## src/cmb_params.svh

```systemverilog
// Purpose: Constants for the CAN message buffering block
// Assumes: Included by its bare name
// Notes: Bit positions, sizes and bus levels only
`ifndef CMB_PARAMS_SVH
`define CMB_PARAMS_SVH
`define CMB_NUM_TXBUF 3
`define CMB_MSG_BYTES 13
`define CMB_IDX_W 4
`define CMB_PRIO_W 8
`define CMB_PORT_W 8
`define CMB_GP_W 6
`define CMB_PIN_RX 0
`define CMB_PIN_TX 1
`define CMB_PIN_GP 2
`define CMB_FLAG_RXF 0
`define CMB_FLAG_OVR 1
`define CMB_FLAG_W 2
`define CMB_RECESSIVE 1'b1
`define CMB_DOMINANT 1'b0
`endif

```

## src/cmb_pkg.sv

```systemverilog
// Purpose: Types for the CAN message buffering block
// Assumes: Nothing
// Notes: Transmit scheduler states, one-hot
package cmb_pkg;
   typedef enum logic [1:0] {
      CMB_TX_IDLE = 2'b01,
      CMB_TX_SEND = 2'b10
   } cmb_tx_e;
endpackage

```

## src/cmb_msg_buffer.sv

```systemverilog
// Purpose: Transmit queue, two-stage receive FIFO and CAN port pins
// Assumes: A bit-level protocol engine on core_clk_in drives the frame strobes
// Notes: Engine writes every byte of a frame before it pulses the frame-good strobe
`timescale 1ns/1ps
`include "cmb_params.svh"

module cmb_msg_buffer #(
   parameter int NUM_TXBUF = `CMB_NUM_TXBUF,
   parameter int MSG_BYTES = `CMB_MSG_BYTES
) (
   input wire logic core_clk_in,
   input wire logic rst_in,
   // CAN port pins
   input wire logic bus_receive_pin_in,
   output logic bus_transmit_pin_out,
   input wire logic [`CMB_GP_W-1:0] gp_pin_in,
   output logic [`CMB_GP_W-1:0] gp_pin_out,
   output logic [`CMB_GP_W-1:0] gp_pin_oe_n_out,
   input wire logic [`CMB_GP_W-1:0] gp_data_in,
   input wire logic [`CMB_GP_W-1:0] gp_dir_in,
   output logic [`CMB_PORT_W-1:0] port_read_out,
   input wire logic loopback_in,
   // Protocol engine side
   output logic engine_rx_bit_out,
   input wire logic engine_tx_bit_in,
   output logic tx_request_out,
   output logic [1:0] tx_buf_sel_out,
   input wire logic tx_start_in,
   input wire logic tx_done_in,
   input wire logic arb_lost_in,
   input wire logic [`CMB_IDX_W-1:0] tx_rd_idx_in,
   output logic [7:0] tx_rd_data_out,
   input wire logic rx_byte_we_in,
   input wire logic [`CMB_IDX_W-1:0] rx_byte_idx_in,
   input wire logic [7:0] rx_byte_in,
   input wire logic rx_frame_ok_in,
   input wire logic rx_accept_in,
   output logic rx_ack_en_out,
   // Host side
   input wire logic tx_wr_in,
   input wire logic [1:0] tx_wr_buf_in,
   input wire logic [`CMB_IDX_W-1:0] tx_wr_idx_in,
   input wire logic [7:0] tx_wr_data_in,
   input wire logic tx_prio_wr_in,
   input wire logic [`CMB_PRIO_W-1:0] tx_prio_in,
   input wire logic [NUM_TXBUF-1:0] tx_ready_set_in,
   output logic [NUM_TXBUF-1:0] tx_empty_out,
   input wire logic [`CMB_IDX_W-1:0] fg_rd_idx_in,
   output logic [7:0] fg_rd_data_out,
   output logic [`CMB_FLAG_W-1:0] receiver_flag_register_out,
   input wire logic [`CMB_FLAG_W-1:0] flag_clr_in,
   input wire logic rx_int_en_in,
   input wire logic ovr_int_en_in,
   output logic rx_int_out,
   output logic ovr_int_out
);

   //***************************************************************
   // Pins
   //***************************************************************
   logic rx_meta_q, rx_sync_q, tx_pin_q;
   logic [`CMB_GP_W-1:0] gp_meta_q, gp_sync_q;

   // Pins come from outside the clock domain: two flops first
   always_ff @(posedge core_clk_in or posedge rst_in) begin
      if (rst_in) begin
         rx_meta_q <= `CMB_RECESSIVE;
         rx_sync_q <= `CMB_RECESSIVE;
         gp_meta_q <= '0;
         gp_sync_q <= '0;
      end else begin
         rx_meta_q <= bus_receive_pin_in;
         rx_sync_q <= rx_meta_q;
         gp_meta_q <= gp_pin_in;
         gp_sync_q <= gp_meta_q;
      end
   end

   // Engine bit: 0 dominant, 1 recessive; loop-back keeps the bus recessive
   always_ff @(posedge core_clk_in or posedge rst_in) begin
      if (rst_in) begin
         tx_pin_q <= `CMB_RECESSIVE;
      end else begin
         tx_pin_q <= loopback_in ? `CMB_RECESSIVE : engine_tx_bit_in;
      end
   end
   assign bus_transmit_pin_out = tx_pin_q;
   assign engine_rx_bit_out = loopback_in ? engine_tx_bit_in : rx_sync_q;

   // General-purpose pins; enable low while driving
   always_ff @(posedge core_clk_in or posedge rst_in) begin
      if (rst_in) begin
         gp_pin_out <= '0;
         gp_pin_oe_n_out <= '1;
         port_read_out <= '0;
      end else begin
         gp_pin_out <= gp_data_in;
         gp_pin_oe_n_out <= ~gp_dir_in;
         port_read_out[`CMB_PIN_RX] <= rx_sync_q;
         port_read_out[`CMB_PIN_TX] <= tx_pin_q;
         port_read_out[`CMB_PORT_W-1:`CMB_PIN_GP] <=
            (gp_dir_in & gp_data_in) | (~gp_dir_in & gp_sync_q);
      end
   end

   //***************************************************************
   // Transmit buffers and scheduler
   //***************************************************************
   logic [7:0] tx_mem [NUM_TXBUF][MSG_BYTES];
   logic [`CMB_PRIO_W-1:0] prio_q [NUM_TXBUF];
   logic [NUM_TXBUF-1:0] ready_q;
   logic [1:0] sel_q, best;
   cmb_pkg::cmb_tx_e tx_state_q;
   logic sending;

   // Lowest priority value wins, lower index breaks a tie
   always_comb begin
      best = '0;
      for (int i = 1; i < NUM_TXBUF; i++) begin
         if (ready_q[i] && (!ready_q[best] || prio_q[i] < prio_q[best])) begin
            best = 2'(i);
         end
      end
   end

   assign sending = (tx_state_q == cmb_pkg::CMB_TX_SEND);
   assign tx_request_out = (|ready_q) && !sending;
   assign tx_buf_sel_out = sending ? sel_q : best;
   assign tx_empty_out = ~ready_q;

   // Host loads only buffers that are not queued
   always_ff @(posedge core_clk_in) begin
      if (tx_wr_in && !ready_q[tx_wr_buf_in]) begin
         tx_mem[tx_wr_buf_in][tx_wr_idx_in] <= tx_wr_data_in;
      end
      tx_rd_data_out <= tx_mem[tx_buf_sel_out][tx_rd_idx_in];
   end

   always_ff @(posedge core_clk_in or posedge rst_in) begin
      if (rst_in) begin
         for (int i = 0; i < NUM_TXBUF; i++) begin
            prio_q[i] <= '0;
         end
      end else if (tx_prio_wr_in && !ready_q[tx_wr_buf_in]) begin
         prio_q[tx_wr_buf_in] <= tx_prio_in;
      end
   end

   // Sent buffer returns to empty; lost arbitration leaves it queued
   always_ff @(posedge core_clk_in or posedge rst_in) begin
      if (rst_in) begin
         tx_state_q <= cmb_pkg::CMB_TX_IDLE;
         sel_q <= '0;
         ready_q <= '0;
      end else begin
         unique case (tx_state_q)
            cmb_pkg::CMB_TX_IDLE: begin
               if (tx_start_in && (|ready_q)) begin
                  sel_q <= best;
                  tx_state_q <= cmb_pkg::CMB_TX_SEND;
               end
            end
            cmb_pkg::CMB_TX_SEND: begin
               if (tx_done_in || arb_lost_in) begin
                  tx_state_q <= cmb_pkg::CMB_TX_IDLE;
               end
            end
         endcase
         for (int i = 0; i < NUM_TXBUF; i++) begin
            if (sending && tx_done_in && sel_q == 2'(i)) begin
               ready_q[i] <= 1'b0;
            end else if (tx_ready_set_in[i]) begin
               ready_q[i] <= 1'b1;
            end
         end
      end
   end

   //***************************************************************
   // Receive FIFO
   //***************************************************************
   logic [7:0] bg_mem [MSG_BYTES];
   logic [7:0] fg_mem [MSG_BYTES];
   logic bg_held_q, rxf_q, ovr_q;
   logic own_frame, deliver, copy;

   // Own frame only counts while still sending, not after a lost arbitration
   assign own_frame = sending && !loopback_in;
   assign rx_ack_en_out = !own_frame;
   assign deliver = rx_frame_ok_in && rx_accept_in && !own_frame;
   assign copy = bg_held_q && !rxf_q;

   // Background takes every frame unless it holds a waiting message
   always_ff @(posedge core_clk_in) begin
      if (rx_byte_we_in && !bg_held_q) begin
         bg_mem[rx_byte_idx_in] <= rx_byte_in;
      end
   end

   // Whole-stage copy in one cycle keeps the host window consistent
   always_ff @(posedge core_clk_in) begin
      if (copy) begin
         fg_mem <= bg_mem;
      end
      fg_rd_data_out <= fg_mem[fg_rd_idx_in];
   end

   // Accepted frame waits in background until foreground frees
   always_ff @(posedge core_clk_in or posedge rst_in) begin
      if (rst_in) begin
         bg_held_q <= 1'b0;
      end else if (copy) begin
         bg_held_q <= 1'b0;
      end else if (deliver) begin
         bg_held_q <= 1'b1;
      end
   end

   // Set wins over a same-cycle clear
   always_ff @(posedge core_clk_in or posedge rst_in) begin
      if (rst_in) begin
         rxf_q <= 1'b0;
      end else if (copy) begin
         rxf_q <= 1'b1;
      end else if (flag_clr_in[`CMB_FLAG_RXF]) begin
         rxf_q <= 1'b0;
      end
   end

   // Third accepted frame while both stages hold messages
   always_ff @(posedge core_clk_in or posedge rst_in) begin
      if (rst_in) begin
         ovr_q <= 1'b0;
      end else if (deliver && bg_held_q && rxf_q) begin
         ovr_q <= 1'b1;
      end else if (flag_clr_in[`CMB_FLAG_OVR]) begin
         ovr_q <= 1'b0;
      end
   end

   assign receiver_flag_register_out = {ovr_q, rxf_q};
   assign rx_int_out = rxf_q && rx_int_en_in;
   assign ovr_int_out = ovr_q && ovr_int_en_in;
endmodule // cmb_msg_buffer

```

## config.mk

```make
export PLATFORM = sky130hd
export DESIGN_NAME = cmb_msg_buffer
export DESIGN_NICKNAME = d
export VERILOG_FILES = /design/src/cmb_pkg.sv /design/src/cmb_msg_buffer.sv
export VERILOG_INCLUDE_DIRS = /design/src
export SDC_FILE = /design/constraint.sdc
export NUM_CORES = 1
export LEC_CHECK = 0
export BUFFER_PORTS_ARGS = -buffer_cell sky130_fd_sc_hd__buf_2
export CORE_MARGIN = 2
export CORE_UTILIZATION = 55
export CTS_CLUSTER_SIZE = 14
export DETAILED_ROUTE_END_ITERATION = 10
export GPL_TIMING_DRIVEN = 0
export PLACE_DENSITY = 0.72
export SLEW_MARGIN = 10
export SYNTH_ARGS = -nofsm -noshare
export SYNTH_HDL_FRONTEND = slang
export SYNTH_SLANG_ARGS = --single-unit
```

## constraint.sdc

```tcl
create_clock -name core_clk_in -period 12 [get_ports core_clk_in]
set_input_delay 0 -clock core_clk_in [delete_from_list [all_inputs] [get_ports core_clk_in]]
set_output_delay 0 -clock core_clk_in [all_outputs]
set_load 0.1 [all_outputs]
```

After elaboration in Yosys (flattened, before gate mapping):

Memories as Yosys holds them, arrays and structs flattened.
Cells that the tools add are included.

* register bits: 293
* bits in writable memories: 312
* input bits: 80
* output and inout port bits: 49
* logic and storage cells: 164
* memories: 1

Memory list
* tx_mem: words 3, width 104, rd ports 1, clocked after memory_dff 0, write ports 1, line cmb_msg_buffer.sv:109 `logic [7:0] tx_mem [NUM_TXBUF][MSG_BYTES];`

* $lt $le $gt $ge: 13
* equality and inequality tests: 6
* muxes and demuxes: 43
* bitwise logic cells: 11
* reduce and logical (&&, ||, !) cells: 43

Operators by type and width (number)
* $bwmux 104: 1
* $mux 104: 1
* $mux 8: 9
* $bmux 8 s4: 2
* $demux 8 s4: 2
* $bwmux 24: 1
* $logic_and 1x1->1: 22
* $ge 5x5->1 const B: 4
* $not 4->5: 4
* $mux 1: 18
* $bmux 8 s2: 1
* $demux 8 s2: 1
* $lt 8x8->1: 2
* $and 6x6->6: 2
* $reduce_bool 2->1: 6
* $lt 5x1->1 const B: 2
* $logic_not 1->1: 8
* $mux 2: 4
* $ge 3x3->1 const B: 2
* $lt 2x3->1 const B: 2
* $not 2->3: 2
* $not 6->6: 1
* $or 6x6->6: 1
* $bmux 1 s2: 2
* 11 further kinds: 16

Logic depth before layout (Yosys ltp):

An unclocked memory read counts as a cell.

* depth in word-level cells: 17
* mapped depth: 22
* mapped depth without buffers: 19

Least setup slack after synthesis:

OpenSTA, ideal clock, no wires.

* path kind: register to register
* start point: reg rxf_q
* end point: reg fg_mem[0] (netlist bit) (enable)
* library setup time: 579 ps
* arrival: 5016 ps
* data required time: 11421 ps
* slack: 6405 ps
* stages on the path, launching flop included: 2
* path buffers: 0
* clock period less this slack: 5595 ps
* path through: dfrtp_1 > nor2b_1

* longest elaborated chain between the ends: 2

RTL lines
* start, declared: line cmb_msg_buffer.sv:184 `logic bg_held_q, rxf_q, ovr_q;`
* start signal, assigned: line cmb_msg_buffer.sv:222 `rxf_q <= 1'b0;`
* start signal, assigned: line cmb_msg_buffer.sv:224 `rxf_q <= 1'b1;`
* start signal, assigned: line cmb_msg_buffer.sv:226 `rxf_q <= 1'b0;`
* $logic_not 1->1: line cmb_msg_buffer.sv:191 `assign copy = bg_held_q && !rxf_q;`
* $logic_and 1x1->1: line cmb_msg_buffer.sv:191
* net copy: line cmb_msg_buffer.sv:185 `logic own_frame, deliver, copy;`
* end signal, assigned: line cmb_msg_buffer.sv:203 `fg_mem <= bg_mem;`
* end, declared: line cmb_msg_buffer.sv:183 `logic [7:0] fg_mem [MSG_BYTES];`

The timed path passes the listed nets, and every way through them passes these cells.
A chain may end at the register's enable or synchronous reset.

Final worst setup path:

* start point: reg prio_q[13] (netlist bit)
* end point: reg tx_rd_data_out[0]

* longest elaborated chain between the ends: 17
* elaborated cells on any way between the ends: 20
* classes of those cells: order compare: 2; mux: 11; bitwise: 1; reduce/logical: 5; memory: 1

RTL lines
* start, declared: line cmb_msg_buffer.sv:110 `` logic [`CMB_PRIO_W-1:0] prio_q [NUM_TXBUF]; ``
* start signal, assigned by index: line cmb_msg_buffer.sv:145 `prio_q[tx_wr_buf_in] <= tx_prio_in;`
* $lt 8x8->1: line cmb_msg_buffer.sv:120 `if (ready_q[i] && (!ready_q[best] || prio_q[i] < prio_q[best])) begin`
* $logic_or 1x1->1: line cmb_msg_buffer.sv:120
* $logic_and 1x1->1: line cmb_msg_buffer.sv:120
* $mux 1: line cmb_msg_buffer.sv:120
* $not 2->3 (implied by the code): line cmb_msg_buffer.sv:120
* $bmux 8 s2: line cmb_msg_buffer.sv:120
* $mux 8 (implied by the code) (2 in series): line cmb_msg_buffer.sv:120
* $lt 8x8->1: line cmb_msg_buffer.sv:120
* $logic_or 1x1->1: line cmb_msg_buffer.sv:120
* $logic_and 1x1->1: line cmb_msg_buffer.sv:120
* $mux 2 *: line cmb_msg_buffer.sv:120
* $mux 2 *: line cmb_msg_buffer.sv:128 `assign tx_buf_sel_out = sending ? sel_q : best;`
* $mem_v2 3x104 *
* $bmux 8 s4 *: line cmb_msg_buffer.sv:136 `tx_rd_data_out <= tx_mem[tx_buf_sel_out][tx_rd_idx_in];`
* $mux 8 (implied by the code) * (2 in series): line cmb_msg_buffer.sv:136
* end signal, assigned: line cmb_msg_buffer.sv:136
* end, declared: line cmb_msg_buffer.sv:32 `output logic [7:0] tx_rd_data_out,`

Every way passes the cells marked *; elsewhere a longest branch is shown, timed or not. The select of a mux whose other input is x is not followed.

==> flow_summary.json <==
{
  "numCtsBuffers": 59,
  "rsz0062_at_grt": "no",
  "place_ws_ns": 6.20,
  "synth_top_family_by_area": "multiplexers",
  "drive_gt1_share_pct": 21.1,
  "ant_nets": 0,
  "start_kind": "register",
  "total_power_mw": 6.89,
  "clock_sinks": 605,
  "hold_path.class": "input port to register",
  "p_seq_share_pct": 36.8,
  "power.share.switching_pct": 37.7,
  "setup_slack_ns": 6.00,
  "io_buffer_count": 122,
  "syn-num-nets": 1511,
  "min_period_over_period_pct": 50.0,
  "pwr-share-clk_pct": 27.2,
  "synth_compound_area_share_pct": 6.70,
  "die_h_um": 211,
  "routabilityCongestion": 0.933,
  "grt_pass1_wl_um": 86400,
  "vias": 14000,
  "p_leak_nw": 9.50,
  "overflow": 0,
  "viasPerCell": 6.18,
  "worst_pin_slew_ns": 1.22,
  "cts_tree": "yes",
  "cts_buffer_depth": 3,
  "synth_cells": 1417,
  "synth_warnings": 0,
  "wl_per_cell_um": 25.8,
  "fin_util_pct": 65.6,
  "path_clk_slew_ns": 0.06,
  "avgSynthCellArea_um2": 16.6,
  "cts_root_buf": "clkbuf_16",
  "fin_skew_ns": 0.0229,
  "dpl.cell_count": 2083,
  "pin_count": 129,
  "fp-row-count": 75,
  "synthArstFlopShare_pct": 11.4,
  "clk_latency_ns": 0.64,
  "synth_seq_cells": 605,
  "endpoint_kind": "register",
  "syn_area_um2": 23500,
  "grt_max_degree": 70,
  "synth_xor_area_share_pct": 0,
  "place_area_um2": 24900,
  "setup_viol": 0,
  "drc": 0,
  "synthFlopType": "edfxtp_1",
  "worstReg2RegStart": "prio_q[13]$_DFFE_PP0P_",
  "htreeDepth": 2,
  "dr.first_iter.drc_count": 1557,
  "grt_pass1_vias": 14100,
  "min_path_cells": 1,
  "crit_type": "register to register",
  "p_sw_mw": 2.60,
  "holdWs_ns": 0.0241,
  "worst_ep_required_time_ns": 12.50,
  "worst_ep_arrival_time_ns": 6.49,
  "drv_slew": 0,
  "core-area_um2": 42000,
  "worstHoldStart": "tx_wr_data_in[2]",
  "die-area_um2": 44300,
  "synth.yosys.seq_area_share_pct": 75.3,
  "nets": 1767,
  "holdPathEnd": "tx_mem[2][50]$_DFFE_PP_",
  "intPower_mw": 4.29,
  "ir_drop_uv": 274,
  "synth-simple-area-share_pct": 6.74,
  "reg2reg_to": "tx_rd_data_out[0]$_DFF_P_",
  "dpl.hpwl_um": 37700,
  "first_pass_iters": 6,
  "run_status": "finished, final reports clean",
  "fin_setup_tns_ns": 0,
  "pwr-share-comb_pct": 36.0,
  "fin_area_um2": 27600,
  "reg2reg_slack_ns": 6.00,
  "yosys.area_share.adder_pct": 0.747,
  "n_antenna_cell": 0,
  "finalHoldViolCount": 0,
  "synthMuxAreaShare_pct": 8.80,
  "final_cells": 2262,
  "synth.distinct_cells": 69,
  "r2r_cells": 18,
  "fp.dieW_um": 211,
  "crit_fanout": 10,
  "relSlewSlack_pct": 18.0,
  "antenna_found_initial": 0,
  "p_per_area_nw_per_um2": 250,
  "post-route-min-period_ns": 6.00,
  "fill_cells": 2834,
  "synth_edf_count": 520,
  "wl_um": 58300,
  "final_common_cell": "edfxtp_1",
  "postCtsSetupRepairBufs": 0,
  "start_util_pct": 55.8,
  "final_cell_mix": "edfxtp_1, nand2_1, buf_2",
  "synthToLayoutAreaGrowth_pct": 17.5,
  "drv_cap": 0,
  "grt.total_usage_pct": 26.5,
  "fmax_mhz": 167
}
-- how the worst max path moves through the flow --
stage | depth (start not counted) | slack [ns] | to | from
floorplan | 1 | 6.40 | fg_mem[0]$_DFFE_PP_ | rxf_q$_DFFE_PP0P_
global placement | 1 | 4.59 | fg_mem[92]$_DFFE_PP_ | bg_held_q$_DFFE_PP0P_
detailed placement | 19 | 6.20 | tx_rd_data_out[1]$_DFF_P_ | prio_q[13]$_DFFE_PP0P_
CTS | 19 | 6.19 | tx_rd_data_out[1]$_DFF_P_ | prio_q[13]$_DFFE_PP0P_
global route | 21 | 5.78 | tx_rd_data_out[1]$_DFF_P_ | prio_q[18]$_DFFE_PP0P_
finish | 18 | 6.00 | tx_rd_data_out[0]$_DFF_P_ | prio_q[13]$_DFFE_PP0P_
-- critical path, cell delays in order (launching register included) --
cell,delay [ns]
dfrtp_1,0.40
ha_1,0.31
a211o_1,0.26
o211ai_1,0.14
o311ai_4,0.23
nand2_1,0.22
clkbuf_1,0.39
a21oi_1,0.14
ha_1,0.33
nand2_1,0.06
o21ai_1,0.35
o21ai_0,0.23
a21oi_1,0.25
a31o_2,0.31
clkinv_1,0.38
buf_1,0.43
o41ai_1,1.00
nor2_1,0.07
a211oi_1,0.36
-- cells in the mapped netlist (all sizes together), types with 4 or more instances --
cell	count	share of area (%)
or3	16	0.43
dfstp	10	1.1
nor3	26	0.55
buf	27	0.62
ha	14	0.75
o221ai	9	0.34
a311oi	9	0.34
a22oi	9	0.29
nand4	6	0.16
a211oi	7	0.28
o311ai	7	0.34
clkbuf	38	0.61
nand3	17	0.36
nor3b	4	0.13
mux2i	42	1.8
and2	4	0.11
dfrtp	59	6.3
mux2	40	1.9
o21ai	25	0.53
a211o	4	0.15
mux4	53	5.1
edfxtp	520	67
nor4	4	0.11
a21oi	44	0.94
inv	26	0.42
nor2b	10	0.27
a32oi	4	0.15
nand2	141	2.3
a221oi	13	0.51
o41ai	4	0.15
or2	4	0.11
dfxtp	16	1.4
o211ai	5	0.16
nand2b	19	0.54
o22ai	23	0.61
nor2	92	1.5
a31oi	29	0.77
-- timing repair --
action | CTS | global route
hold buffers | 68 | 0
endpoints found under the hold margin | 402 | 0
resized for setup | 0 | 0
-- registers in the layout, summed over array words and instances (netlist names), 2 cells and up --
signal,flops
sel_q,2
gp_pin_out,6
gp_pin_oe_n_out,6
ready_q,3
gp_sync_q,6
tx_state_q,2
prio_q,24
tx_rd_data_out,8
fg_rd_data_out,8
bg_mem,104
port_read_out,8
tx_mem,312
gp_meta_q,6
fg_mem,104
-- layer usage --
| layer | vias up | wire length, um | track usage [%] | share of wire, % |
|---|---|---|---|---|
| met1 | 6918 | 22900 | 35.9 | 39 |
| met5 | - | 0 | 0 | 0 |
| met2 | 846 | 27700 | 42.9 | 47 |
| li1 | 6063 | - | - | - |
| met4 | 0 | 2230 | 10.7 | 3.8 |
| met3 | 147 | 5460 | 5.15 | 9.4 |
-- area by class of cell --
type	instances	area (um^2)	area share (%)
sequential	605	17700	64.1
timing repair buffer	195	1370	4.98
clock inverter	30	335	1.22
multi-input combinational	719	5470	19.8
buffer	65	288	1.04
tap	539	674	2.45
clock buffer	81	1650	5.99
inverter	28	108	0.390
-- cells by family (layout without fill, tap and decap cells) --
family,after synthesis,count (layout)
muxes,135,135
DFF,605,605
buffers and inverters,93,399
adders and majority gates,14,14
AOI/OAI and AO/OA,220,220
and+or+nand+nor,350,350
-- power by group through the flow --
| stage | Sequential [mW] | Clock (mW) | Combinational (mW) |
|---|---|---|---|
| after global routing | 2.55 | 1.97 | 2.60 |
| final | 2.53 | 1.88 | 2.48 |
| after CTS | 2.53 | 1.89 | 2.43 |
| after detailed placement | 2.57 | 0 | 2.39 |
| after global placement | 2.59 | 0 | 2.35 |
| after floorplan | 2.74 | 0 | 1.48 |
No activity file was read; power rests on OpenSTA's default activity.
